`config.mk`:
```
export PLATFORM = sky130hd
export DESIGN_NAME = ipe_core
export DESIGN_NICKNAME = d
export VERILOG_FILES = /design/src/verilog/ipe_pkg.sv /design/src/verilog/ipe_core.sv
export VERILOG_INCLUDE_DIRS = /design/src /design/src/verilog
export SDC_FILE = /design/constraint.sdc
export NUM_CORES = 1
export LEC_CHECK = 0
export BUFFER_PORTS_ARGS = -buffer_cell sky130_fd_sc_hd__buf_2
export CAP_MARGIN = 10
export CORE_MARGIN = 2
export CORE_UTILIZATION = 40
export CTS_CLUSTER_SIZE = 8
export DETAILED_ROUTE_END_ITERATION = 8
export HOLD_SLACK_MARGIN = 0.02
export MAX_ROUTING_LAYER = met4
export PLACE_DENSITY_LB_ADDON = 0.2
export SYNTH_ARGS = -nofsm -noshare
export SYNTH_HDL_FRONTEND = slang
export SYNTH_SLANG_ARGS = --single-unit
```
`constraint.sdc`:
```
create_clock -name I_CLK -period 4.94 [get_ports I_CLK]
set_clock_uncertainty 0.2 [all_clocks]
set_input_delay 0.988 -clock I_CLK [delete_from_list [all_inputs] [get_ports I_CLK]]
set_output_delay 0.988 -clock I_CLK [all_outputs]
set_load 0.005 [all_outputs]
```
`src/verilog/ipe_map.svh`:
```
// Constants for the interrupt priority and end-of-service block.
`ifndef IPE_MAP_SVH
`define IPE_MAP_SVH
// =====================================================================
// Register offsets
`define IPE_OFF_CTRL     12'h000
`define IPE_OFF_CMD      12'h004
`define IPE_OFF_PEND     12'h008
`define IPE_OFF_INSVC    12'h00c
`define IPE_OFF_STAT     12'h010
`define IPE_OFF_IMASK    12'h014
`define IPE_OFF_LOWEST   12'h018
// =====================================================================
// Control register fields
`define IPE_CTRL_AUTO    0
`define IPE_CTRL_AROT    1
`define IPE_CTRL_VBYTE   2
// Command word encodings, opcode in bits 6:4, level in bits 2:0.
`define IPE_CMD_NONSPEC  3'h1
`define IPE_CMD_SPEC     3'h3
`define IPE_CMD_NSROT    3'h5
// Status bits
`define IPE_ST_ACK       0
`define IPE_ST_EOS       1
// Reset values
`define IPE_LOWEST_RST   3'h7
`endif

```
`src/verilog/ipe_pkg.sv`:
```
// Types for the interrupt priority and end-of-service block.
package ipe_pkg;
  typedef enum logic [1:0] {ACK_IDLE, ACK_FIRST, ACK_SECOND} ipe_ack_type;
endpackage
```
`src/verilog/ipe_core.sv`:
```
// Interrupt in-service tracking, priority resolution and end-of-service logic with an APB register port.
// Operation
// Acknowledge sets in-service bit of chosen level
// In-service bit holds until end-of-service
// Only strictly higher requests raise interrupt
// Reset gives nested order, level zero highest
// Acknowledge picks highest-priority pending request
// Nesting relaxed in automatic end-of-service mode
// Non-specific command clears highest in-service bit
// Host uses non-specific only when nesting holds
// Specific command clears exactly the named bit
// Specific command works in every mode
// Automatic mode clears at final acknowledge trailing edge
// Automatic mode lets later requests interrupt
// Cascade slaves need explicit end-of-service commands
// Host masks its input with automatic mode
// Rotating command makes cleared level lowest
// Automatic rotation makes serviced level lowest
// Three-bit lowest pointer resets to seven
// Command encoding defined by this design
//
// Local design decisions: the register offsets and the APB interface to the registers.
`timescale 1ns/1ps
`include "ipe_map.svh"
module ipe_core (
  input  wire logic        I_CLK,
  input  wire logic        I_RSTN,
  input  wire logic [7:0]  I_REQUEST_LINE,
  input  wire logic        I_ACKNOWLEDGE_PULSE,
  input  wire logic        I_PSEL,
  input  wire logic        I_PENABLE,
  input  wire logic        I_PWRITE,
  input  wire logic [11:0] I_PADDR,
  input  wire logic [31:0] I_PWDATA,
  output logic      [31:0] O_PRDATA,
  output logic             O_PREADY,
  output logic             O_PSLVERR,
  output logic             O_INT,
  output logic             O_IRQ
);

  // =====================================================================
  // Pin synchronisers
  logic [7:0] req_s1_r;
  logic [7:0] req_s2_r;
  logic       ack_s1_r;
  logic       ack_s2_r;
  logic       ack_d_r;

  // Request lines and acknowledge come from outside; two stages each.
  always_ff @(posedge I_CLK) begin
    if (!I_RSTN) begin
      req_s1_r <= 8'h00;
      req_s2_r <= 8'h00;
      ack_s1_r <= 1'b0;
      ack_s2_r <= 1'b0;
      ack_d_r  <= 1'b0;
    end else begin
      req_s1_r <= I_REQUEST_LINE;
      req_s2_r <= req_s1_r;
      ack_s1_r <= I_ACKNOWLEDGE_PULSE;
      ack_s2_r <= ack_s1_r;
      ack_d_r  <= ack_s2_r;
    end
  end

  logic ack_rise;
  logic ack_fall;
  // Edges are taken from the second stage, never the first, which may still be settling.
  assign ack_rise = ack_s2_r & ~ack_d_r;
  assign ack_fall = ~ack_s2_r & ack_d_r;

  // =====================================================================
  // State
  logic [7:0]        in_service_bits_r;
  logic [7:0]        pending_request_bits;
  logic [2:0]        lowest_r;
  logic [2:0]        ctrl_r;
  logic [7:0]        irq_mask_r;
  logic [1:0]        irq_stat_r;
  logic [2:0]        sel_level_r;
  ipe_pkg::ipe_ack_type ack_state_r;

  // Pending requests are the synchronised levels; triggering is outside this block.
  assign pending_request_bits = req_s2_r;

  // Rotate a vector so the current highest-priority level sits at bit 0.
  // Doubling the vector turns a plain shift into a rotate.
  function automatic logic [7:0] rot_dn(input logic [7:0] v, input logic [2:0] low);
    logic [15:0] d;
    d = {v, v} >> (4'(low) + 4'h1);
    return d[7:0];
  endfunction

  // Index (in rotated order) of the first set bit, and whether any is set.
  // The scan runs downward so the lowest index, the highest priority, is written last.
  function automatic logic [3:0] first_set(input logic [7:0] v);
    logic [3:0] r;
    r = 4'h8;
    for (int i = 7; i >= 0; i--) begin
      if (v[i]) begin
        r = 4'(i);
      end
    end
    return r;
  endfunction

  logic [3:0] req_pos;
  logic [3:0] isr_pos;
  logic [2:0] req_level;
  logic [2:0] isr_level;
  logic       int_nxt;

  // Priority is resolved relative to the rotating pointer.
  always_comb begin
    req_pos   = first_set(rot_dn(pending_request_bits, lowest_r));
    isr_pos   = first_set(rot_dn(in_service_bits_r, lowest_r));
    req_level = 3'(lowest_r + 3'h1 + req_pos[2:0]);
    isr_level = 3'(lowest_r + 3'h1 + isr_pos[2:0]);
    // A request interrupts only if strictly above every in-service level.
    int_nxt   = !req_pos[3] && (req_pos < isr_pos);
  end

  // =====================================================================
  // APB decode
  logic       wr_en;
  logic       rd_en;
  logic       cmd_wr;
  logic [2:0] cmd_op;
  logic [2:0] cmd_lvl;
  logic       mapped;

  // Reads are decoded in setup so the data is registered by the access edge.
  // Writes land only at the access edge, the one at which pready is sampled high.
  assign wr_en   = I_PSEL & I_PENABLE & I_PWRITE;
  assign rd_en   = I_PSEL & ~I_PENABLE & ~I_PWRITE;
  assign cmd_wr  = wr_en && (I_PADDR == `IPE_OFF_CMD);
  assign cmd_op  = I_PWDATA[6:4];
  assign cmd_lvl = I_PWDATA[2:0];
  assign mapped  = (I_PADDR == `IPE_OFF_CTRL) || (I_PADDR == `IPE_OFF_CMD) ||
                   (I_PADDR == `IPE_OFF_PEND) || (I_PADDR == `IPE_OFF_INSVC) ||
                   (I_PADDR == `IPE_OFF_STAT) || (I_PADDR == `IPE_OFF_IMASK) ||
                   (I_PADDR == `IPE_OFF_LOWEST);

  // =====================================================================
  // Acknowledge sequence
  logic final_ack;

  // Counts pulses; the final trailing edge is the second in vector-byte mode, else the third.
  // An unfinished sequence simply waits for its next pulse; there is no timeout here.
  always_ff @(posedge I_CLK) begin
    if (!I_RSTN) begin
      ack_state_r <= ipe_pkg::ACK_IDLE;
    end else if (ack_fall) begin
      unique case (ack_state_r)
        ipe_pkg::ACK_IDLE: begin
          ack_state_r <= ipe_pkg::ACK_FIRST;
        end
        ipe_pkg::ACK_FIRST: begin
          ack_state_r <= ctrl_r[`IPE_CTRL_VBYTE] ? ipe_pkg::ACK_IDLE : ipe_pkg::ACK_SECOND;
        end
        ipe_pkg::ACK_SECOND: begin
          ack_state_r <= ipe_pkg::ACK_IDLE;
        end
      endcase
    end
  end

  assign final_ack = ack_fall && ((ack_state_r == ipe_pkg::ACK_SECOND) ||
                     (ack_state_r == ipe_pkg::ACK_FIRST && ctrl_r[`IPE_CTRL_VBYTE]));

  logic first_ack;
  assign first_ack = ack_rise && (ack_state_r == ipe_pkg::ACK_IDLE);

  // Level chosen on the first pulse is remembered for the whole sequence.
  always_ff @(posedge I_CLK) begin
    if (!I_RSTN) begin
      sel_level_r <= 3'h0;
    end else if (first_ack && !req_pos[3]) begin
      sel_level_r <= req_level;
    end
  end

  // =====================================================================
  // End-of-service events
  logic       auto_eos;
  logic       ns_eos;
  logic       sp_eos;
  logic       rot_eos;
  logic [7:0] clr_mask;

  // Opcodes outside the command set match none of these, so a stray write clears nothing.
  assign auto_eos = final_ack && ctrl_r[`IPE_CTRL_AUTO];
  assign ns_eos   = cmd_wr && (cmd_op == `IPE_CMD_NONSPEC || cmd_op == `IPE_CMD_NSROT);
  assign sp_eos   = cmd_wr && (cmd_op == `IPE_CMD_SPEC);
  assign rot_eos  = (cmd_wr && cmd_op == `IPE_CMD_NSROT && !isr_pos[3]) ||
                    (auto_eos && ctrl_r[`IPE_CTRL_AROT] && !isr_pos[3]);

  // Which bits an end-of-service clears this cycle.
  // An automatic and a specific clear in one cycle both take effect.
  always_comb begin
    clr_mask = 8'h00;
    if ((ns_eos || auto_eos) && !isr_pos[3]) begin
      clr_mask[isr_level] = 1'b1;
    end
    if (sp_eos) begin
      clr_mask[cmd_lvl] = 1'b1;
    end
  end

  // In-service bits: acknowledge sets, only an end-of-service clears.
  // The automatic clear fires at the final trailing edge, long after the set.
  // A set and a clear of one bit in the same cycle leave it set, so no acknowledge is lost.
  always_ff @(posedge I_CLK) begin
    if (!I_RSTN) begin
      in_service_bits_r <= 8'h00;
    end else begin
      in_service_bits_r <= (in_service_bits_r & ~clr_mask) |
                           ((first_ack && !req_pos[3]) ? (8'h01 << req_level) : 8'h00);
    end
  end

  // Rotating forms make the cleared level the lowest; reset gives level seven lowest.
  // With nothing in service a rotating command leaves the pointer where it is.
  always_ff @(posedge I_CLK) begin
    if (!I_RSTN) begin
      lowest_r <= `IPE_LOWEST_RST;
    end else if (rot_eos) begin
      lowest_r <= isr_level;
    end
  end

  // =====================================================================
  // Registers and interrupt output
  // Control and mask registers change only at the access edge of a write.
  // Only the low two mask bits gate the interrupt; the rest are kept for software.
  always_ff @(posedge I_CLK) begin
    if (!I_RSTN) begin
      ctrl_r     <= 3'h0;
      irq_mask_r <= 8'h00;
    end else if (wr_en) begin
      if (I_PADDR == `IPE_OFF_CTRL) begin
        ctrl_r <= I_PWDATA[2:0];
      end
      if (I_PADDR == `IPE_OFF_IMASK) begin
        irq_mask_r <= I_PWDATA[7:0];
      end
    end
  end

  // Events are sticky; a set in the same cycle as a clear wins.
  always_ff @(posedge I_CLK) begin
    if (!I_RSTN) begin
      irq_stat_r <= 2'h0;
    end else begin
      irq_stat_r <= (irq_stat_r & ~((wr_en && I_PADDR == `IPE_OFF_STAT) ? I_PWDATA[1:0] : 2'h0))
                    | {(ns_eos || sp_eos || auto_eos), first_ack};
    end
  end

  // Read data is prepared in setup so the access phase completes at once.
  always_ff @(posedge I_CLK) begin
    if (!I_RSTN) begin
      O_PRDATA  <= 32'h0000_0000;
      O_PREADY  <= 1'b0;
      O_PSLVERR <= 1'b0;
    end else begin
      O_PREADY  <= I_PSEL & ~I_PENABLE;
      // An unmapped address answers with an error and its write is dropped.
      O_PSLVERR <= I_PSEL & ~I_PENABLE & ~mapped;
      if (rd_en) begin
        unique case (I_PADDR)
          `IPE_OFF_CTRL:   O_PRDATA <= {29'h0, ctrl_r};
          `IPE_OFF_PEND:   O_PRDATA <= {24'h0, pending_request_bits};
          `IPE_OFF_INSVC:  O_PRDATA <= {24'h0, in_service_bits_r};
          `IPE_OFF_STAT:   O_PRDATA <= {30'h0, irq_stat_r};
          `IPE_OFF_IMASK:  O_PRDATA <= {24'h0, irq_mask_r};
          `IPE_OFF_LOWEST: O_PRDATA <= {29'h0, lowest_r};
          default:         O_PRDATA <= 32'h0000_0000;
        endcase
      end
    end
  end

  // Registered outputs toward the processor and the system.
  always_ff @(posedge I_CLK) begin
    if (!I_RSTN) begin
      O_INT <= 1'b0;
      O_IRQ <= 1'b0;
    end else begin
      O_INT <= int_nxt;
      O_IRQ <= |(irq_stat_r & irq_mask_r[1:0]);
    end
  end

  // =====================================================================
  // Checks
  // In-service bookkeeping.
  AST_ACK_SETS: assert property (@(posedge I_CLK) disable iff (!I_RSTN)
    (first_ack && !req_pos[3] && !auto_eos) |=> in_service_bits_r[$past(req_level)])
    else $error("Acknowledged level not marked in service.");
  AST_PICK: assert property (@(posedge I_CLK) disable iff (!I_RSTN)
    (first_ack && !req_pos[3]) |=> (sel_level_r == $past(req_level)))
    else $error("Remembered level is not the highest pending one.");
  AST_HOLD: assert property (@(posedge I_CLK) disable iff (!I_RSTN)
    (clr_mask == 8'h00) |=> ((in_service_bits_r & $past(in_service_bits_r)) == $past(in_service_bits_r)))
    else $error("In-service bit dropped without end-of-service.");

  // Priority and interrupt output.
  AST_STRICT: assert property (@(posedge I_CLK) disable iff (!I_RSTN)
    (!req_pos[3] && req_pos >= isr_pos) |=> !O_INT)
    else $error("Interrupt raised for non-higher request.");
  AST_FREE_RAISE: assert property (@(posedge I_CLK) disable iff (!I_RSTN)
    (!req_pos[3] && isr_pos[3]) |=> O_INT)
    else $error("Request with nothing in service did not interrupt.");
  AST_RESET_ORDER: assert property (@(posedge I_CLK)
    !I_RSTN |=> (lowest_r == `IPE_LOWEST_RST && in_service_bits_r == 8'h00))
    else $error("Reset priority order wrong.");

  // End-of-service forms and rotation.
  AST_NONSPEC: assert property (@(posedge I_CLK) disable iff (!I_RSTN)
    (ns_eos && !isr_pos[3] && !first_ack) |=> !in_service_bits_r[$past(isr_level)])
    else $error("Non-specific end-of-service missed highest bit.");
  AST_SPEC: assert property (@(posedge I_CLK) disable iff (!I_RSTN)
    (sp_eos && !first_ack) |=> !in_service_bits_r[$past(cmd_lvl)])
    else $error("Specific end-of-service missed named bit.");
  AST_SPEC_ONLY: assert property (@(posedge I_CLK) disable iff (!I_RSTN)
    (sp_eos && !first_ack && !auto_eos) |=>
      (in_service_bits_r == ($past(in_service_bits_r) & ~(8'h01 << $past(cmd_lvl)))))
    else $error("Specific end-of-service touched another bit.");
  AST_AUTO: assert property (@(posedge I_CLK) disable iff (!I_RSTN)
    (final_ack && ctrl_r[`IPE_CTRL_AUTO] && !isr_pos[3] && !first_ack) |=> !in_service_bits_r[$past(isr_level)])
    else $error("Automatic end-of-service did not clear.");
  AST_ROTATE: assert property (@(posedge I_CLK) disable iff (!I_RSTN)
    (cmd_wr && cmd_op == `IPE_CMD_NSROT && !isr_pos[3]) |=> (lowest_r == $past(isr_level)))
    else $error("Rotation did not make cleared level lowest.");
  AST_AUTO_ROT: assert property (@(posedge I_CLK) disable iff (!I_RSTN)
    (auto_eos && ctrl_r[`IPE_CTRL_AROT] && !isr_pos[3]) |=> (lowest_r == $past(isr_level)))
    else $error("Automatic rotation did not make serviced level lowest.");

  // Acknowledge sequence.
  AST_SEQ_END: assert property (@(posedge I_CLK) disable iff (!I_RSTN)
    final_ack |=> (ack_state_r == ipe_pkg::ACK_IDLE))
    else $error("Acknowledge sequence did not end at the final pulse.");

endmodule

```
Word level (Yosys, flattened, before mapping)
Cells that the tools add are included.
Storage, ports and cells
  register bits: 81
Operators by class
  add/sub/neg operators: 4
  order comparisons: 5
  equal/unequal tests: 11
  shifts and indexed selects: 3
  mux-type cells: 27
  bitwise operators: 20
  reductions and logical operators: 36
Operator list (count)
  4-bit 2-to-1 mux: 16
  8-bit case mux with 6 select lines: 1
  12-bit by 5-bit equality test with 1-bit output, second input constant: 3
  16-bit by 4-bit >> shifter with 8-bit output: 2
  12-bit by 4-bit equality test with 1-bit output, second input constant: 2
  8-bit 2-to-1 mux: 3
  1-bit logical AND: 17
  8-bit OR: 2
  12-bit by 3-bit equality test with 1-bit output, second input constant: 1
  12-bit logical NOT: 1
  1-bit logical OR: 12
  8-bit bitwise AND: 1
  3-bit by 4-bit less-than comparator with 1-bit output, second input constant: 2
  8-bit inverter: 1
  1-bit by 3-bit left shift with 8-bit output, first input constant: 1
  1-bit bitwise AND: 7
  3-bit adder: 2
  1-bit demux with 3-bit select: 2
  3-bit by 1-bit greater-or-equal comparator with 1-bit output, second input constant: 2
  2-bit case mux with 3 select lines: 1
  1-bit inverter: 5
  3-bit by 1-bit adder with 4-bit output, second input constant: 1
  2-bit bitwise AND: 2
  4-bit less-than comparator: 1
  14 further kinds: 18

Logic depth before layout (Yosys ltp)
  depth in word-level cells: 21
  gate-level depth with buffers: 17

Worst setup path after synthesis
Ideal clock, no wire load.
  path kind: reg2reg
  from: reg lowest_r[1]
  to: reg in_service_bits_r[3]
  data arrival time: 3.469 ns
  data required time: 4.608 ns
  path slack: 1.138 ns
  stages on the path, launching flop included: 16
  buffers on the path: 4
  clock period less this slack: 3.802 ns
  cells stage by stage: dfxtp_1 -> buf_6 -> buf_4 -> clkbuf_1 -> buf_2 -> mux2i_1 -> o211ai_1 -> o311a_1 -> or3_1 -> ha_1 -> inv_1 -> fa_1 -> nor4b_1 -> nand2_1 -> mux2i_1 -> o32ai_1
Between the ends
  cells in the longest elaborated chain, start to end: 21
RTL lines
  start: declaration: line ipe_core.sv:77  | logic [2:0] lowest_r;
  start signal: assignment: line ipe_core.sv:227  | lowest_r <= `IPE_LOWEST_RST;
  start signal: assignment: line ipe_core.sv:229  | lowest_r <= isr_level;
  3-bit by 1-bit adder with 4-bit output: line ipe_core.sv:91  | d = {v, v} >> (4'(low) + 4'h1);
  16-bit by 4-bit >> shifter with 8-bit output: line ipe_core.sv:91
  4-bit 2-to-1 mux (8 in series): line ipe_core.sv:101  | if (v[i]) begin
  3-bit adder: line ipe_core.sv:119  | isr_level = 3'(lowest_r + 3'h1 + isr_pos[2:0]);
  3-bit by 4-bit less-than comparator with 1-bit output (implied by the code) or 3-bit by 1-bit greater-or-equal comparator with 1-bit output (tied branches): line ipe_core.sv:204  | clr_mask[isr_level] = 1'b1;
  1-bit logical AND (implied by the code): line ipe_core.sv:204
  1-bit 2-to-1 mux (implied by the code): line ipe_core.sv:204
  1-bit demux with 3-bit select: line ipe_core.sv:204
  8-bit 2-to-1 mux: line ipe_core.sv:203  | if ((ns_eos || auto_eos) && !isr_pos[3]) begin
  8-bit OR (no source line)
  8-bit 2-to-1 mux: line ipe_core.sv:206  | if (sp_eos) begin
  8-bit inverter: line ipe_core.sv:218  | in_service_bits_r <= (in_service_bits_r & ~clr_mask) |
  8-bit bitwise AND: line ipe_core.sv:218
  8-bit OR *: line ipe_core.sv:218
  end signal: assignment: line ipe_core.sv:218
  end: declaration: line ipe_core.sv:75  | logic [7:0] in_service_bits_r;
Mark *: on every way between the ends. The rest lies on a longest branch, timed or not.
A chain may end at the register's enable or synchronous reset.

Worst setup path in the final report
  from: reg lowest_r[1]
  to: reg in_service_bits_r[1]
Same word-level chain as after synthesis.

==> results by group <==
Synth
  – Synth Flop Type: dfxtp_1
  – Post-synthesis xor/xnor area fraction: 1.517%
  – Ranking of synthesized cells by area: dfxtp_1, mux2i_1, buf_4
  – Top cell type's share of synthesized area: 28.23%
  – Synth Area in Simple Gates: 24.54%
  – Largest family of logic cells by synthesized area: simple AND/OR/NAND/NOR gates
  – Most frequent cell after synthesis: dfxtp_1
  – Post-synthesis compound-gate area fraction: 18.48%
  – Commonest cells in the netlist: dfxtp_1, nand2_1, mux2i_1
  – Async SR Flop Fraction: 0%
  – Mux cell area share after synthesis: 14.30%
  – Post-synthesis register bit count: 57
  – Post-synth EDFFs: 0
  – Mapped Avg Cell Area: 8.457 um2
  – Cell count after synthesis: 478
  – Post-synthesis adder-cell area fraction: 3.776%
  – Synth warn: 0
  – Post-synthesis sequential area ratio: 28.23%
  – Area leader, netlist: dfxtp_1
  – Mapped cell area: 4043 um2
  – Number of distinct library cells after synthesis: 68

Floorplan
  – Row count: 36
  – Core area: 9774 um2
  – Initial Utilization: 41.36%
  – Die Footprint: 10930 um2
  – Die width: 104.5 um
  – Die H: 104.5 um
  – I/O pin count: 94

GRT
  – Gr ovfl total: 0
  – Global-route wire length before repair: 16660 um
  – Largest net degree at the start of global routing: 60
  – Vias in the first global route: 3315
  – Initial antenna violation count: 0
  – Total track usage: 19.42%

Cells and area
  – Multi-input logic area: 2621 um2
  – Share of post-route cells with drive strength above 1: 16.57%
  – Diodes inserted: 0
  – # fillers: 985
  – Storage cell area: 1141 um2
  – Fin nets: 577
  – Area growth, synth to finish: 9.935%

Drt
  – Residual DRC: 0
  – Drt wl/cell: 15.60 um
  – Vias per cell: 5.546
  – Via count: 3583
  – Initial DRC count: 220
  – First-pass iteration count of the detailed router: 5
  – Overall routed net length: 10080 um
  – Detail Route Antenna Nets: 0

CTS
  – CTS root buffer: clkbuf_8
  – CTS HTree Levels: 3
  – Hold Buf Count CTS: 0
  – CTS buffer count: 9
  – CTS tree: built
  – CTS Sinks: 57
  – Post_cts resized: 0
  – Clk Latency, worst-skew pair: 0.34 ns
  – CTS clk-pin slew, worst paths: 0.07 ns
  – Post-CTS Setup Inserts: 0
  – Max Root-Sink Buffers: 2

Run status
  – Status: complete, no violations

STA
  – Min cycle time layout: 3.893 ns
  – Final setup fails: 0
  – Slew Limit Fails: 0
  – Final period util: 78.80%
  – Final Hold Vio Count: 0
  – Worst-Margin Slew: 0.9054 ns
  – Slew Limit Headroom: 39.42%
  – RSZ-0062 raised after global routing: false
  – F_max: 0.2569 GHz
  – Slack of the critical path: 1.047 ns
  – Setup_tns: 0 ns

Critical path
  – Crit. End Element: flip-flop
  – Critical path type: reg2reg
  – Cells along the critical path: buf_4 -> mux2i_1 -> mux4_2 -> nand3_1 -> o31a_1 -> inv_1 -> ha_1 -> fa_1 -> nand2b_1 -> or4b_1 -> o22ai_1
  – Highest cell delay on the worst timing path: 0.59 ns
  – Crit path buf inv count: 2
  – CP Data Required Time: 4.99 ns
  – Worst EP arrival: 3.95 ns
  – Reg2reg start: lowest_r[1]$_SDFFE_PN1P_
  – CP startpoint kind: flip-flop
  – Critical path peak fanout: 13
  – CP max-delay cell: mux2i_1
  – R2R depth: 11
  – Reg2reg end: in_service_bits_r[1]$_SDFF_PN0_
  – Critical path's top delay family: multiplexers
  – Flop2flop setup slack: 1.05 ns

Placed design
  – Pre-CTS setup slack: 1.102 ns
  – GPL Wtd Cong: 0.9437
  – DP Wirelength: 7455 um
  – I/O Buffers: 45

Worst hold path
  – Hold Crit Endpoint: pending_request_bits[5]$_SDFF_PN0_
  – Min-delay src: req_s1_r[5]$_SDFF_PN0_
  – Hold Crit Class: reg2reg
  – Hold Crit Depth: 1

Power and ir drop
  – P per Cell Area: 232.7 nW/um2
  – VDD IR-drop max: 0.0001756 V
  – Leakage: 1.821 nW

Job
  – Max Cap Viol: 0
power by group:
group	switching, W	internal (W)
Sequential	0.0000100	0.000470
Clock	0.000190	0.000245
Combinational	0.0000675	0.0000520
worst register-to-register path, cell delays in order, from the launching register on:
cell,delay (ns)
dfxtp_1,0.43
buf_4,0.28
mux2i_1,0.59
mux4_2,0.35
nand3_1,0.08
o31a_1,0.33
inv_1,0.08
ha_1,0.17
fa_1,0.43
nand2b_1,0.17
or4b_1,0.55
o22ai_1,0.17
metrics by stage:
step	utilization, %	hold WS (ns)	cells	cell area [um2]	total power [W]
floorplan	-	0.2119	501	4129	0.0005824
global placement	43.46	0.2140	630	4248	0.0006072
detailed placement	43.46	0.2194	630	4248	0.0006096
CTS	45.47	0.2315	646	4444	0.001045
global route	45.47	0.2514	646	4444	0.001087
finish	45.47	0.2297	646	4444	0.001034
metal layers:
metal / share of wire [%] / up-vias / global-route usage, % / wire length, um
li1: - / 1767 / - / -
met1: 49 / 1700 / 26.59 / 4915
met2: 45 / 105 / 29.13 / 4563
met3: 4.7 / 11 / 3.119 / 472
met4: 1.3 / 0 / 6.564 / 129
met5: 0 / - / - / 0
cells in the final DEF (no fill, tap or decap), types with 4 or more instances in the layout:
master     count
dfxtp_1       57
mux2i_1       37
mux2_2        10
a22oi_1        8
nand2_1       40
and2_1        20
o211ai_1       8
nand3_1        6
a211oi_1       4
a2111oi_0      7
ha_1           9
nor2b_1       30
o311ai_0       4
o32ai_1        6
clkbuf_8      10
or4_1          5
o22ai_1        6
conb_1        24
o21ai_0       11
a21o_1         5
a31oi_1        5
xnor2_1        4
buf_4          4
nor4_1         6
nand2b_1      10
a21oi_1       16
nor2_1        21
buf_2         45
nor3_1         9
inv_1         16
nand3b_1       6
worst max path at each step:
| stage | from | end | depth (start not counted) |
|---|---|---|---|
| floorplan | lowest_r[1]$_SDFFE_PN1P_ | in_service_bits_r[3]$_SDFF_PN0_ | 15 |
| global route | lowest_r[1]$_SDFFE_PN1P_ | in_service_bits_r[5]$_SDFF_PN0_ | 12 |
| finish | lowest_r[1]$_SDFFE_PN1P_ | in_service_bits_r[1]$_SDFF_PN0_ | 11 |
| CTS | lowest_r[1]$_SDFFE_PN1P_ | in_service_bits_r[1]$_SDFF_PN0_ | 11 |
| detailed placement | lowest_r[1]$_SDFFE_PN1P_ | in_service_bits_r[1]$_SDFF_PN0_ | 11 |
| global placement | lowest_r[1]$_SDFFE_PN1P_ | in_service_bits_r[3]$_SDFF_PN0_ | 13 |
layout make-up:
type / instances / area share [%]
clock inverter: 5 / 1.239
tap: 133 / 3.744
inverter: 17 / 1.436
multi-input combinational: 374 / 58.98
sequential: 57 / 25.68
timing repair buffer: 49 / 5.743
clock buffer: 11 / 3.181
sequential cells by signal, indices dropped and copies added (netlist names):
name	count
irq_mask_r	8
O_PSLVERR	1
irq_stat_r	2
ack_s1_r	1
O_PREADY	1
req_s1_r	8
O_IRQ	1
pending_request_bits	8
ack_d_r	1
ack_state_r	2
ack_s2_r	1
O_INT	1
O_PRDATA	8
lowest_r	3
ctrl_r	3
in_service_bits_r	8
cells by family after synthesis:
group	Yosys count
DFF	57
AOI/OAI and AO/OA	104
buffers and inverters	70
and+or+nand+nor	176
adders and majority gates	11
xor gates and xnor gates	7
other	1
muxes	52
No activity file was read; power rests on OpenSTA's default activity.
